===== src/rtl/buck_fault_map.svh =====
// offsets, field positions, reset values and timing counts of the supervisor
`ifndef BUCK_FAULT_MAP_SVH
`define BUCK_FAULT_MAP_SVH

// ****************************************************************
// clock and timing
// ****************************************************************
`define CLK_MHZ       100
`define CLK_NS        10
`define SW_KHZ        440
`define SW_DIV        ((`CLK_MHZ * 1000) / `SW_KHZ)
`define DT_NS         20
`define DT_CYC        ((`DT_NS + `CLK_NS - 1) / `CLK_NS)

// ****************************************************************
// event counts
// ****************************************************************
`define HIC_LIMIT     10'h200
`define HIC_LAST      10'h1FF
`define CLAMP_LIMIT   10'h020
`define OK_RUN_CLEAR  3'h4
`define MISS_LIMIT    5'h10
`define MISS_LAST     5'h0F
`define STRAP_WAIT    2'h3
// sync pipe depth plus one: a gate comparator read sooner is stale
`define GATE_SETTLE   4'h4

// ****************************************************************
// synchronised pin vector layout
// ****************************************************************
`define PIN_W         15
`define PIN_RTHR      0
`define PIN_RTIED     1
`define PIN_MODE      2
`define PIN_CH_BASE   3
`define PIN_CH_W      6
`define PIN_CL        0
`define PIN_REV       1
`define PIN_HOLOW     2
`define PIN_LOLOW     3
`define PIN_SSEXT     4
`define PIN_SSREF     5

// ****************************************************************
// register map (byte addresses) and fields
// ****************************************************************
`define REG_CTRL      8'h00
`define REG_STATUS    8'h04
`define REG_IRQ_STAT  8'h08
`define REG_IRQ_MASK  8'h0C
`define REG_CNT0      8'h10
`define REG_CNT1      8'h14
`define CTRL_RST      1'h1
`define IRQ_W         5
`define IRQ_RST       5'h00
`define IRQ_HIC0      0
`define IRQ_HIC1      1
`define IRQ_RETRY     2
`define IRQ_STB0      3
`define IRQ_STB1      4

`endif


===== src/rtl/buck_fault_pkg.sv =====
// types of the dual-channel buck fault and mode supervisor
`include "buck_fault_map.svh"
package buck_fault_pkg;

    typedef enum logic [2:0] {
        G_OFF   = 3'b000,
        G_TO_HS = 3'b001,
        G_HS    = 3'b010,
        G_TO_LS = 3'b011,
        G_LS    = 3'b100
    } gate_st_t;

    typedef enum logic [1:0] {
        R_IDLE   = 2'b00,
        R_DUMP   = 2'b01,
        R_CHARGE = 2'b10
    } retry_st_t;

    typedef struct packed {
        logic [9:0] cnt;
        logic [2:0] ok_run;
        logic       cl_seen;
        logic       req_seen;
        logic [4:0] miss;
        logic       hiccup;
        logic       standby;
        logic       clamp;
        gate_st_t   gst;
        logic [3:0] dly;
        logic       hs;
        logic       ls;
        logic       comp_low;
        logic       ref_ss;
    } chan_t;

    typedef struct packed {
        logic [`PIN_W-1:0]  s1;
        logic [`PIN_W-1:0]  s2;
        logic [`PIN_W-1:0]  s3;
        logic [`PIN_W-1:0]  filt;
        chan_t [1:0]        ch;
        retry_st_t          retry;
        logic               retry_dis;
        logic [1:0]         strap_cnt;
        logic               strap_done;
        logic               hic_dis;
        logic               ctrl_en;
        logic [`IRQ_W-1:0]  irq_stat;
        logic [`IRQ_W-1:0]  irq_mask;
        logic               irq;
        logic [7:0]         div;
        logic               tick;
        logic               wr_pend;
        logic [7:0]         wr_addr;
        logic [31:0]        hrdata;
    } state_t;

endpackage


===== src/rtl/buck_fault_ctrl.sv =====
// dual-channel buck hiccup, soft-start, standby and dead-time supervisor
//
// Summary of operation
// - 512 limited cycles: discharge soft-start, gates off
// - retry node charges; threshold discharges, releases soft-start
// - four clean cycles clear the hiccup counter
// - per-channel counters, one shared retry node
// - last expiring channel restarts charge; joint restart
// - retry node tied high at power-up disables hiccup
// - forced-PWM clamps soft-start 200 mV over feedback
// - diode emulation clamps after 32 limit events
// - 16 missing cycles enter low-current standby
// - standby only in diode emulation
// - feedback follows lower of soft-start or reference
// - external soft-start low pulls comp; PWM keeps low side
// - fault soft-start discharge disables low-side gate
// - diode emulation: reverse current turns low side off
// - low side waits for top gate below threshold
// - top side waits for bottom gate below threshold
// - current limit ends the top pulse, one event
`timescale 1ns/1ps
`include "buck_fault_map.svh"
module buck_fault_ctrl #(
    parameter logic [7:0] SW_DIV = 8'(`SW_DIV),
    parameter logic [3:0] DT_CYC = 4'(`DT_CYC)
) (
    input  wire logic        clk_sys_i,
    input  wire logic        srst_i,
    input  wire logic        hsel_i,
    input  wire logic [31:0] haddr_i,
    input  wire logic [1:0]  htrans_i,
    input  wire logic        hwrite_i,
    input  wire logic [2:0]  hsize_i,
    input  wire logic [31:0] hwdata_i,
    input  wire logic        hready_i,
    output logic             hreadyout_o,
    output logic             hresp_o,
    output logic [31:0]      hrdata_o,
    input  wire logic        retry_thr_i,
    input  wire logic        retry_tied_rail_i,
    input  wire logic        conduction_mode_select_i,
    input  wire logic [1:0]  cur_limit_i,
    input  wire logic [1:0]  rev_current_i,
    input  wire logic [1:0]  top_gate_low_i,
    input  wire logic [1:0]  bottom_gate_low_i,
    input  wire logic [1:0]  ss_ext_low_i,
    input  wire logic [1:0]  ss_below_ref_i,
    input  wire logic [1:0]  pwm_req_i,
    output logic [1:0]       top_switch_gate_o,
    output logic [1:0]       bottom_switch_gate_o,
    output logic [1:0]       ss_discharge_o,
    output logic [1:0]       ss_clamp_o,
    output logic [1:0]       comp_pull_low_o,
    output logic [1:0]       ss_ref_select_o,
    output logic [1:0]       standby_o,
    output logic             retry_delay_pin_discharge_o,
    output logic             irq_o
);

    buck_fault_pkg::state_t s_r;
    buck_fault_pkg::state_t s_nxt;
    logic [`PIN_W-1:0]      pins;

    // ****************************************************************
    // pin vector assembly
    // ****************************************************************
    assign pins[`PIN_RTHR]  = retry_thr_i;
    assign pins[`PIN_RTIED] = retry_tied_rail_i;
    assign pins[`PIN_MODE]  = conduction_mode_select_i;

    for (genvar g = 0; g < 2; g++) begin : g_pins
        localparam int B = `PIN_CH_BASE + g * `PIN_CH_W;
        assign pins[B + `PIN_CL]    = cur_limit_i[g];
        assign pins[B + `PIN_REV]   = rev_current_i[g];
        assign pins[B + `PIN_HOLOW] = top_gate_low_i[g];
        assign pins[B + `PIN_LOLOW] = bottom_gate_low_i[g];
        assign pins[B + `PIN_SSEXT] = ss_ext_low_i[g];
        assign pins[B + `PIN_SSREF] = ss_below_ref_i[g];
    end

    // ****************************************************************
    // next state
    // ****************************************************************
    always_comb begin
        logic                     forced_pwm_mode;
        logic                     release_all;
        logic                     any_entry;
        logic                     want_hs;
        logic                     want_ls;
        logic                     rd_ok;
        logic                     wr_ok;
        logic [`IRQ_W-1:0]        ev;
        logic [`IRQ_W-1:0]        clr;
        logic [`PIN_CH_W-1:0]     cp;
        logic [9:0]               cnt_inc;
        s_nxt       = s_r;
        ev          = '0;
        clr         = '0;
        any_entry   = 1'b0;
        want_hs     = 1'b0;
        want_ls     = 1'b0;
        cp          = '0;
        cnt_inc     = '0;
        forced_pwm_mode        = 1'b0;
        release_all = 1'b0;
        rd_ok       = 1'b0;
        wr_ok       = 1'b0;

        // 3-stage sync, a change counts once stages 2 and 3 agree
        s_nxt.s1 = pins;
        s_nxt.s2 = s_r.s1;
        s_nxt.s3 = s_r.s2;
        for (int b = 0; b < `PIN_W; b++) begin
            if (s_r.s2[b] == s_r.s3[b]) begin
                s_nxt.filt[b] = s_r.s3[b];
            end
        end
        forced_pwm_mode = s_r.filt[`PIN_MODE];

        // switching-cycle enable
        s_nxt.tick = 1'b0;
        if (s_r.div >= SW_DIV - 8'h01) begin
            s_nxt.div  = 8'h00;
            s_nxt.tick = 1'b1;
        end else begin
            s_nxt.div = s_r.div + 8'h01;
        end

        // strap caught once the sync pipe has filled
        if (!s_r.strap_done) begin
            if (s_r.strap_cnt == `STRAP_WAIT) begin
                s_nxt.strap_done = 1'b1;
                // filt itself lands one cycle after this count ends
                s_nxt.hic_dis    = s_nxt.filt[`PIN_RTIED];
            end else begin
                s_nxt.strap_cnt = s_r.strap_cnt + 2'h1;
            end
        end

        release_all = (s_r.retry == buck_fault_pkg::R_CHARGE) &&
                      s_r.filt[`PIN_RTHR];

        for (int c = 0; c < 2; c++) begin
            cp = s_r.filt[`PIN_CH_BASE + c * `PIN_CH_W +: `PIN_CH_W];
            // a limit trip blanks the top pulse for the rest of the cycle
            if (cp[`PIN_CL]) begin
                s_nxt.ch[c].cl_seen = 1'b1;
            end
            if (pwm_req_i[c]) begin
                s_nxt.ch[c].req_seen = 1'b1;
            end
            if (s_r.tick) begin
                s_nxt.ch[c].cl_seen  = cp[`PIN_CL];
                s_nxt.ch[c].req_seen = pwm_req_i[c];
                if (!s_r.ch[c].hiccup) begin
                    if (s_r.ch[c].cl_seen) begin
                        cnt_inc = s_r.ch[c].cnt + 10'h001;
                        s_nxt.ch[c].cnt    = cnt_inc;
                        s_nxt.ch[c].ok_run = 3'h0;
                        if (cnt_inc == `HIC_LIMIT && s_r.strap_done &&
                            !s_r.hic_dis) begin
                            s_nxt.ch[c].hiccup = 1'b1;
                            ev[`IRQ_HIC0 + c]  = 1'b1;
                            any_entry          = 1'b1;
                        end
                    end else if (s_r.ch[c].ok_run + 3'h1 >= `OK_RUN_CLEAR)
                    begin
                        s_nxt.ch[c].cnt    = 10'h000;
                        s_nxt.ch[c].ok_run = `OK_RUN_CLEAR;
                    end else begin
                        s_nxt.ch[c].ok_run = s_r.ch[c].ok_run + 3'h1;
                    end
                end
                // missing-cycle tracking
                if (s_r.ch[c].req_seen) begin
                    s_nxt.ch[c].miss    = 5'h00;
                    s_nxt.ch[c].standby = 1'b0;
                end else if (s_r.ch[c].miss != `MISS_LIMIT) begin
                    s_nxt.ch[c].miss = s_r.ch[c].miss + 5'h01;
                end
            end
            if (s_nxt.ch[c].miss == `MISS_LIMIT && !forced_pwm_mode &&
                !s_r.ch[c].standby) begin
                s_nxt.ch[c].standby = 1'b1;
                ev[`IRQ_STB0 + c]   = 1'b1;
            end
            if (forced_pwm_mode || pwm_req_i[c]) begin
                s_nxt.ch[c].standby = 1'b0;
            end
            if (release_all && s_r.ch[c].hiccup) begin
                s_nxt.ch[c].hiccup = 1'b0;
                s_nxt.ch[c].cnt    = 10'h000;
                s_nxt.ch[c].ok_run = 3'h0;
            end
            s_nxt.ch[c].clamp = forced_pwm_mode ||
                                (s_nxt.ch[c].cnt >= `CLAMP_LIMIT);
            s_nxt.ch[c].comp_low = cp[`PIN_SSEXT];
            s_nxt.ch[c].ref_ss   = cp[`PIN_SSREF];

            // gate demand after fault, blanking and mode effects
            want_hs = pwm_req_i[c] && !s_nxt.ch[c].cl_seen &&
                      !cp[`PIN_CL] && !s_nxt.ch[c].hiccup &&
                      !cp[`PIN_SSEXT] && !s_nxt.ch[c].standby &&
                      s_r.ctrl_en;
            want_ls = !want_hs && !s_nxt.ch[c].hiccup &&
                      !s_nxt.ch[c].standby && s_r.ctrl_en &&
                      (forced_pwm_mode || !cp[`PIN_REV]);
            if (cp[`PIN_SSEXT] && forced_pwm_mode && s_r.ctrl_en &&
                !s_nxt.ch[c].hiccup) begin
                want_ls = 1'b1;
            end

            unique case (s_r.ch[c].gst)
                buck_fault_pkg::G_OFF: begin
                    s_nxt.ch[c].dly = 4'h0;
                    if (want_hs) begin
                        s_nxt.ch[c].gst = buck_fault_pkg::G_TO_HS;
                    end else if (want_ls) begin
                        s_nxt.ch[c].gst = buck_fault_pkg::G_TO_LS;
                    end
                end
                buck_fault_pkg::G_HS: begin
                    if (!want_hs) begin
                        s_nxt.ch[c].dly = 4'h0;
                        s_nxt.ch[c].gst = want_ls ?
                            buck_fault_pkg::G_TO_LS :
                            buck_fault_pkg::G_OFF;
                    end
                end
                buck_fault_pkg::G_LS: begin
                    if (!want_ls || want_hs) begin
                        s_nxt.ch[c].dly = 4'h0;
                        s_nxt.ch[c].gst = want_hs ?
                            buck_fault_pkg::G_TO_HS :
                            buck_fault_pkg::G_OFF;
                    end
                end
                buck_fault_pkg::G_TO_HS: begin
                    if (!want_hs) begin
                        s_nxt.ch[c].gst = buck_fault_pkg::G_OFF;
                    end else if (s_r.ch[c].dly < `GATE_SETTLE) begin
                        // a short bottom pulse never reaches filt
                        s_nxt.ch[c].dly = s_r.ch[c].dly + 4'h1;
                    end else if (cp[`PIN_LOLOW]) begin
                        if (s_r.ch[c].dly >=
                            `GATE_SETTLE + DT_CYC - 4'h1) begin
                            s_nxt.ch[c].gst = buck_fault_pkg::G_HS;
                        end else begin
                            s_nxt.ch[c].dly = s_r.ch[c].dly + 4'h1;
                        end
                    end
                end
                buck_fault_pkg::G_TO_LS: begin
                    if (!want_ls) begin
                        s_nxt.ch[c].gst = buck_fault_pkg::G_OFF;
                    end else if (s_r.ch[c].dly < `GATE_SETTLE) begin
                        // dead time above 12 cycles would wrap the count
                        s_nxt.ch[c].dly = s_r.ch[c].dly + 4'h1;
                    end else if (cp[`PIN_HOLOW]) begin
                        if (s_r.ch[c].dly >=
                            `GATE_SETTLE + DT_CYC - 4'h1) begin
                            s_nxt.ch[c].gst = buck_fault_pkg::G_LS;
                        end else begin
                            s_nxt.ch[c].dly = s_r.ch[c].dly + 4'h1;
                        end
                    end
                end
                default: begin
                    s_nxt.ch[c].gst = buck_fault_pkg::G_OFF;
                end
            endcase
            // gate flops follow the next state so they never overlap
            s_nxt.ch[c].hs = (s_nxt.ch[c].gst == buck_fault_pkg::G_HS);
            s_nxt.ch[c].ls = (s_nxt.ch[c].gst == buck_fault_pkg::G_LS);
        end

        // shared retry node
        unique case (s_r.retry)
            buck_fault_pkg::R_IDLE: begin
                if (any_entry) begin
                    s_nxt.retry = buck_fault_pkg::R_DUMP;
                end
            end
            buck_fault_pkg::R_DUMP: begin
                // wait for the node to read low, else a stale level releases
                if (!s_r.filt[`PIN_RTHR] && !any_entry) begin
                    s_nxt.retry = buck_fault_pkg::R_CHARGE;
                end
            end
            buck_fault_pkg::R_CHARGE: begin
                if (any_entry) begin
                    s_nxt.retry = buck_fault_pkg::R_DUMP;
                end else if (release_all) begin
                    s_nxt.retry = buck_fault_pkg::R_IDLE;
                    ev[`IRQ_RETRY] = 1'b1;
                end
            end
            default: begin
                s_nxt.retry = buck_fault_pkg::R_IDLE;
            end
        endcase
        s_nxt.retry_dis = (s_nxt.retry != buck_fault_pkg::R_CHARGE);

        // ****************************************************************
        // AHB-Lite slave, zero wait states
        // ****************************************************************
        rd_ok = hsel_i && htrans_i[1] && hready_i && !hwrite_i;
        wr_ok = hsel_i && htrans_i[1] && hready_i && hwrite_i;
        s_nxt.wr_pend = wr_ok;
        s_nxt.wr_addr = haddr_i[7:0];
        if (s_r.wr_pend) begin
            unique case (s_r.wr_addr)
                `REG_CTRL:     s_nxt.ctrl_en  = hwdata_i[0];
                `REG_IRQ_STAT: clr            = hwdata_i[`IRQ_W-1:0];
                `REG_IRQ_MASK: s_nxt.irq_mask = hwdata_i[`IRQ_W-1:0];
                default:       s_nxt.ctrl_en  = s_r.ctrl_en;
            endcase
        end
        // a new event wins over a clear in the same cycle
        s_nxt.irq_stat = (s_r.irq_stat & ~clr) | ev;
        s_nxt.irq      = |(s_nxt.irq_stat & s_nxt.irq_mask);
        s_nxt.hrdata   = 32'h0000_0000;
        if (rd_ok) begin
            unique case (haddr_i[7:0])
                `REG_CTRL:     s_nxt.hrdata = {31'h0, s_r.ctrl_en};
                `REG_STATUS:   s_nxt.hrdata = {21'h0, forced_pwm_mode, s_r.hic_dis,
                    s_r.retry == buck_fault_pkg::R_CHARGE,
                    s_r.ch[1].clamp, s_r.ch[0].clamp,
                    s_r.ch[1].standby, s_r.ch[0].standby,
                    s_r.ch[1].hiccup, s_r.ch[0].hiccup,
                    s_r.ch[1].ls, s_r.ch[0].ls};
                `REG_IRQ_STAT: s_nxt.hrdata = {27'h0, s_r.irq_stat};
                `REG_IRQ_MASK: s_nxt.hrdata = {27'h0, s_r.irq_mask};
                `REG_CNT0:     s_nxt.hrdata = {22'h0, s_r.ch[0].cnt};
                `REG_CNT1:     s_nxt.hrdata = {22'h0, s_r.ch[1].cnt};
                default:       s_nxt.hrdata = 32'h0000_0000;
            endcase
        end
    end

    // ****************************************************************
    // state register
    // ****************************************************************
    always_ff @(posedge clk_sys_i) begin
        if (srst_i) begin
            s_r           <= '0;
            s_r.retry_dis <= 1'b1;
            s_r.ctrl_en   <= `CTRL_RST;
            s_r.irq_stat  <= `IRQ_RST;
            s_r.irq_mask  <= `IRQ_RST;
        end else begin
            s_r <= s_nxt;
        end
    end

    assign hreadyout_o                 = 1'b1;
    assign hresp_o                     = 1'b0;
    assign hrdata_o                    = s_r.hrdata;
    assign irq_o                       = s_r.irq;
    assign retry_delay_pin_discharge_o = s_r.retry_dis;
    for (genvar g = 0; g < 2; g++) begin : g_out
        assign top_switch_gate_o[g]    = s_r.ch[g].hs;
        assign bottom_switch_gate_o[g] = s_r.ch[g].ls;
        assign ss_discharge_o[g]       = s_r.ch[g].hiccup;
        assign ss_clamp_o[g]           = s_r.ch[g].clamp;
        assign comp_pull_low_o[g]      = s_r.ch[g].comp_low;
        assign ss_ref_select_o[g]      = s_r.ch[g].ref_ss;
        assign standby_o[g]            = s_r.ch[g].standby;
    end
endmodule


===== config.mk =====
export PLATFORM = sky130hd
export DESIGN_NAME = buck_fault_ctrl
export DESIGN_NICKNAME = d
export VERILOG_FILES = /design/src/rtl/buck_fault_pkg.sv /design/src/rtl/buck_fault_ctrl.sv
export VERILOG_INCLUDE_DIRS = /design/src /design/src/rtl
export SDC_FILE = /design/constraint.sdc
export NUM_CORES = 1
export LEC_CHECK = 0
export ABC_AREA = 0
export BUFFER_PORTS_ARGS = -buffer_cell sky130_fd_sc_hd__buf_4
export CORE_ASPECT_RATIO = 1.2
export CORE_UTILIZATION = 40
export DETAILED_ROUTE_END_ITERATION = 8
export PLACE_DENSITY_LB_ADDON = 0.3
export RECOVER_POWER = 50
export SYNTH_ARGS = -nofsm -noshare
export SYNTH_HDL_FRONTEND = slang
export SYNTH_SLANG_ARGS = --single-unit
export TNS_END_PERCENT = 1

===== constraint.sdc =====
create_clock -name clk_sys_i -period 4 [get_ports clk_sys_i]
set_clock_uncertainty 0.05 [all_clocks]
set_input_delay 0.2 -clock clk_sys_i [delete_from_list [all_inputs] [get_ports clk_sys_i]]
set_output_delay 0.2 -clock clk_sys_i [all_outputs]
set_load 0.05 [all_outputs]

==> metrics list <==
* Hold-critical path endpoint: s_r[52]$_SDFF_PP0_
- The startpoint identified for the worst register-to-register timing path is s_r[93]$_SDFF_PP0_.
- The worst register-to-register path has a setup slack of 510 ps.
- IR analysis of the VDD net gives a maximum drop of 0.3167 mV.
- Static leakage power: 3.591 nW
* Seq/Total Area, Yosys: 43.16%
- Switching power of the nets: 0.0009934 W
- In the routed layout, each cell is associated on average with a via count of 5.246.
- Starting DRT DRC Count: 344
- The repair_antennas step left the layout with diodes totalling 0.
- Number of H-tree levels: 4
- PwrDens: 399.0 nW/um^2
- Result of the run: finished with violations
- From synthesis to final layout, the design area changed by 14.82%.
- Worst hold path stage count: 3
- Util after Layout: 47.44%
- Dividing the final minimum period by the clock period gives 87.17%.
* Cell with the largest stage delay on the worst path: sky130_fd_sc_hd__nor4_1
- The internal power of the cells totals 0.002747 W.
- Cell depth of the worst flop-to-flop path: 9
* Number of library cell types mapped by synthesis: 77
* Series of cell instances along the critical path: ha_1, nand3_1, nor4_1, o311ai_0, nor4_1, nor2_1, a22o_1, a2111oi_0, nor2_1
- The later pin in the worst-skew pair is clocked with a latency of 430 ps.
- Cells with a size suffix above 1 make up 10.43% of the layout.
- The die covers 20,980 sq um.
- Combinational cells account for 7.3% of the total power.
* Pre-Repair DR Iteration Count: 5
- CP Capture Type: flip-flop
- In the routed design, unresolved DRC markers number 0.
- The floorplan has 56 rows.
* Slew HR: -67.36%
- The detailed router placed 6,652 vias in this run.
- The via count of the first global-routing pass is 6,018.
- For met2 alone, demand over resource in global routing was 31.00%.
* Violated checks: capacitance limit, slew limit
- In this run the biggest area consumer among cell types represents 43.16% of the synthesized area.
- Global routing used 17.60% of the available tracks across all layers.
- Crit path largest cell delay: 880 ps
- Of all nets on the critical path, the largest fanout is 8.
* Setup Slack @ Placement: 554.8 ps
- Switching part of the total power: 26.56%
* Transition at the pin with the smallest max-transition slack: 2510 ps
- Antenna violations before repair: 0
- Number of hold violations in the final report: 0
- After layout, the worst setup slack is 513.3 ps.
- Wire length of the first global-routing pass: 29.37 mm
* Effective utilization at floorplan: 41.31%
* I/O Pins: 141
* DPL Wire Length: 12.48 mm
- In the synthesized netlist the dominant register cell turns out to be sky130_fd_sc_hd__dfxtp_1.
- Post-detailed-routing wire length: 17.80 mm
* Maximum number of pins on one net before global-route repair: 65
* Met3 GRT Util: 3.311%
- GR met1 Demand/Resource: 21.41%
* Worst-path clk slew: 70 ps
* Most area-hungry cell type in the Yosys netlist: sky130_fd_sc_hd__dfxtp_1
- Data on the critical path is required at its endpoint by 4250 ps.
* Data arrival, critical path: 3740 ps
- Worst Setup Start Kind: flip-flop
- For this run, the top clock speed supported by timing is 0.2868 GHz.
- Among all cell types in the netlist, the one instantiated most often is sky130_fd_sc_hd__dfxtp_1.
* CTS Buf Count: 17
- For this run, the number of Yosys warnings is 0.
- Synthesis produced 943 cells.
* Number of buffers on the longest clock path: 2
* Share of flip-flops with an asynchronous set or reset after synthesis: 0%
- Final Wtd Congestion: 0.8629
- Setup CP Type: flip-flop to flip-flop
- In this run the vertical extent of the chip is 158.5 um.
- Clock tree synthesis found a total of 176 sinks.
- Aggregate negative setup slack: 0 ps
* Routed wire length per instance: 14.04 um
* Unrepaired setup endpoints after global routing: no
- Busiest grt layer: met2
* NumNets Final: 1,104
- Summed over all layers, the global routing overflow is 0.
- Once the clock tree was built, the setup fixing pass inserted 0 buffers.
- Area inside the core boundary: 19,760 sq um
- Reg power frac: 49.0%
* Worst hold slack across all endpoints: 13.86 ps
- Final period demand of the worst path: 3487 ps
* Syn Std Cell Area: 8163 sq um
* Final count of pins violating max slew: 65
* Number of flip-flops and latches in the synthesized netlist: 176
- Of the total power, the clock network draws 43.7%.
- The synthesized design contains 0 enable-type register cells.
- Finish-stage setup viols: 0
* Synthesized area per cell: 8.656 sq um
- Die X: 132.4 um
- Reg2Reg Capture Point: irq_o$_SDFF_PP0_
- The worst hold path belongs to the class input pin to flip-flop.
* Total of max-cap violations: 1
- The commonest cells after synthesis are sky130_fd_sc_hd__dfxtp_1, sky130_fd_sc_hd__nor2_1, sky130_fd_sc_hd__nor2b_1, sky130_fd_sc_hd__nand2_1, sky130_fd_sc_hd__a21oi_1.
- Clock tree synthesis selected as its root buffer the cell sky130_fd_sc_hd__clkbuf_16.
- In the post-synthesis netlist, the biggest area contributors are sky130_fd_sc_hd__dfxtp_1, sky130_fd_sc_hd__nor2b_1, sky130_fd_sc_hd__buf_4.
- Worst min-delay path startpoint: hwdata_i[1]
- Once detail routing completed, the nets flagged for antenna violations numbered 0.
- Count of input and output buffers: 62
* Post-cts repair resize count: 0
- TritonCTS built the clock tree.
-- through the flow --
step                      total power (W)  instances  instance area [sq um]
after global placement           0.002123       1207                   8587
final                            0.003740       1268                   9373
after floorplan                  0.002072        964                   8242
after global routing             0.003900       1268                   9373
after detailed placement         0.002127       1207                   8587
after CTS                        0.003782       1268                   9474
-- power groups by stage --
stage / Combinational [W] / Sequential [W] / Clock [W]
global route: 0.000302 / 0.00184 / 0.00176
detailed placement: 0.000253 / 0.00187 / 0
global placement: 0.000250 / 0.00187 / 0
CTS: 0.000276 / 0.00183 / 0.00167
floorplan: 0.000214 / 0.00186 / 0
finish: 0.000272 / 0.00183 / 0.00163
-- timing repair --
action                                  CTS  global route
hold buffers                             29             0
endpoints found under the hold margin    27             0
endpoints found under the setup margin    0             0
-- critical path: cells and delay by family (launching register included) --
kind                       cells  cell delay (ps)
DFF                            1              470
AOI/OAI and AO/OA              3              970
and+or+nand+nor                5             1570
adders and majority gates      1              300
-- layer usage --
layer | share of wire [%] | up-vias
met5 | 0 | -
met4 | 1.6 | 0
met3 | 3.8 | 23
met2 | 49 | 156
met1 | 46 | 3108
li1 | - | 3365
-- state kept, by name (all words and copies together) (netlist names) --
| signal | cells |
|---|---|
| bottom_switch_gate_o | 2 |
| s_nxt | 34 |
| standby_o | 2 |
| ss_clamp_o | 2 |
| top_switch_gate_o | 2 |
| s_r | 115 |
| hrdata_o | 11 |
| retry_delay_pin_discharge_o | 1 |
| comp_pull_low_o | 2 |
| ss_ref_select_o | 2 |
| irq_o | 1 |
| ss_discharge_o | 2 |
-- cells in the final DEF (no fill, tap or decap), types with 6 or more instances in the layout --
cell type and instances:
sky130_fd_sc_hd__a211oi_1 7, sky130_fd_sc_hd__a21o_1 9, sky130_fd_sc_hd__a21oi_1 67, sky130_fd_sc_hd__a22o_1 8
sky130_fd_sc_hd__a22oi_1 13, sky130_fd_sc_hd__a32oi_1 7, sky130_fd_sc_hd__and2_1 12, sky130_fd_sc_hd__and3_1 8
sky130_fd_sc_hd__buf_4 41, sky130_fd_sc_hd__clkbuf_1 27, sky130_fd_sc_hd__clkbuf_16 17, sky130_fd_sc_hd__conb_1 23
sky130_fd_sc_hd__dfxtp_1 176, sky130_fd_sc_hd__dlygate4sd3_1 29, sky130_fd_sc_hd__ha_1 19, sky130_fd_sc_hd__inv_1 16
sky130_fd_sc_hd__mux2_2 15, sky130_fd_sc_hd__mux2i_1 10, sky130_fd_sc_hd__nand2_1 71, sky130_fd_sc_hd__nand2b_1 11
sky130_fd_sc_hd__nand3_1 25, sky130_fd_sc_hd__nand3b_1 8, sky130_fd_sc_hd__nand4_1 7, sky130_fd_sc_hd__nor2_1 98
sky130_fd_sc_hd__nor2b_1 75, sky130_fd_sc_hd__nor3_1 27, sky130_fd_sc_hd__nor4_1 6, sky130_fd_sc_hd__o21ai_0 46
sky130_fd_sc_hd__or4_1 8, sky130_fd_sc_hd__xnor2_1 8
-- worst max-delay path by stage --
stage / start / end / slack (ps) / cells after the start
CTS: s_r[93]$_SDFF_PP0_ / irq_o$_SDFF_PP0_ / 510 / 9
floorplan: s_r[127]$_SDFF_PP0_ / s_r[110]$_SDFFE_PP0P_ / 910 / 8
global route: s_r[93]$_SDFF_PP0_ / irq_o$_SDFF_PP0_ / 180 / 9
global placement: s_r[93]$_SDFF_PP0_ / irq_o$_SDFF_PP0_ / 600 / 9
detailed placement: s_r[93]$_SDFF_PP0_ / irq_o$_SDFF_PP0_ / 550 / 9
finish: s_r[93]$_SDFF_PP0_ / irq_o$_SDFF_PP0_ / 510 / 9
-- cell families (layout without fill, tap and decap cells) --
family | count (synthesis) | count (layout) | synth area share (%)
other cells | 2 | 23 | 0.09200
simple gates | 391 | 391 | 25.17
xor+xnor | 13 | 13 | 1.395
flops | 176 | 176 | 43.16
fa+ha+maj | 20 | 20 | 3.035
mux | 25 | 25 | 3.296
buf+inv | 107 | 150 | 7.173
compound gates | 209 | 209 | 16.68
-- cell type report --
type                    instances  area (sq um)
fillers                      1931         10390
clock inverters                15         171.4
well taps                     261         326.6
inverters                      17         63.81
multi-input cells             681          4133
repair buffers                101         729.5
flip-flops and latches        176          3523
clock buffers                  17         425.4
Note: power is estimated with default switching activity, not from simulation.
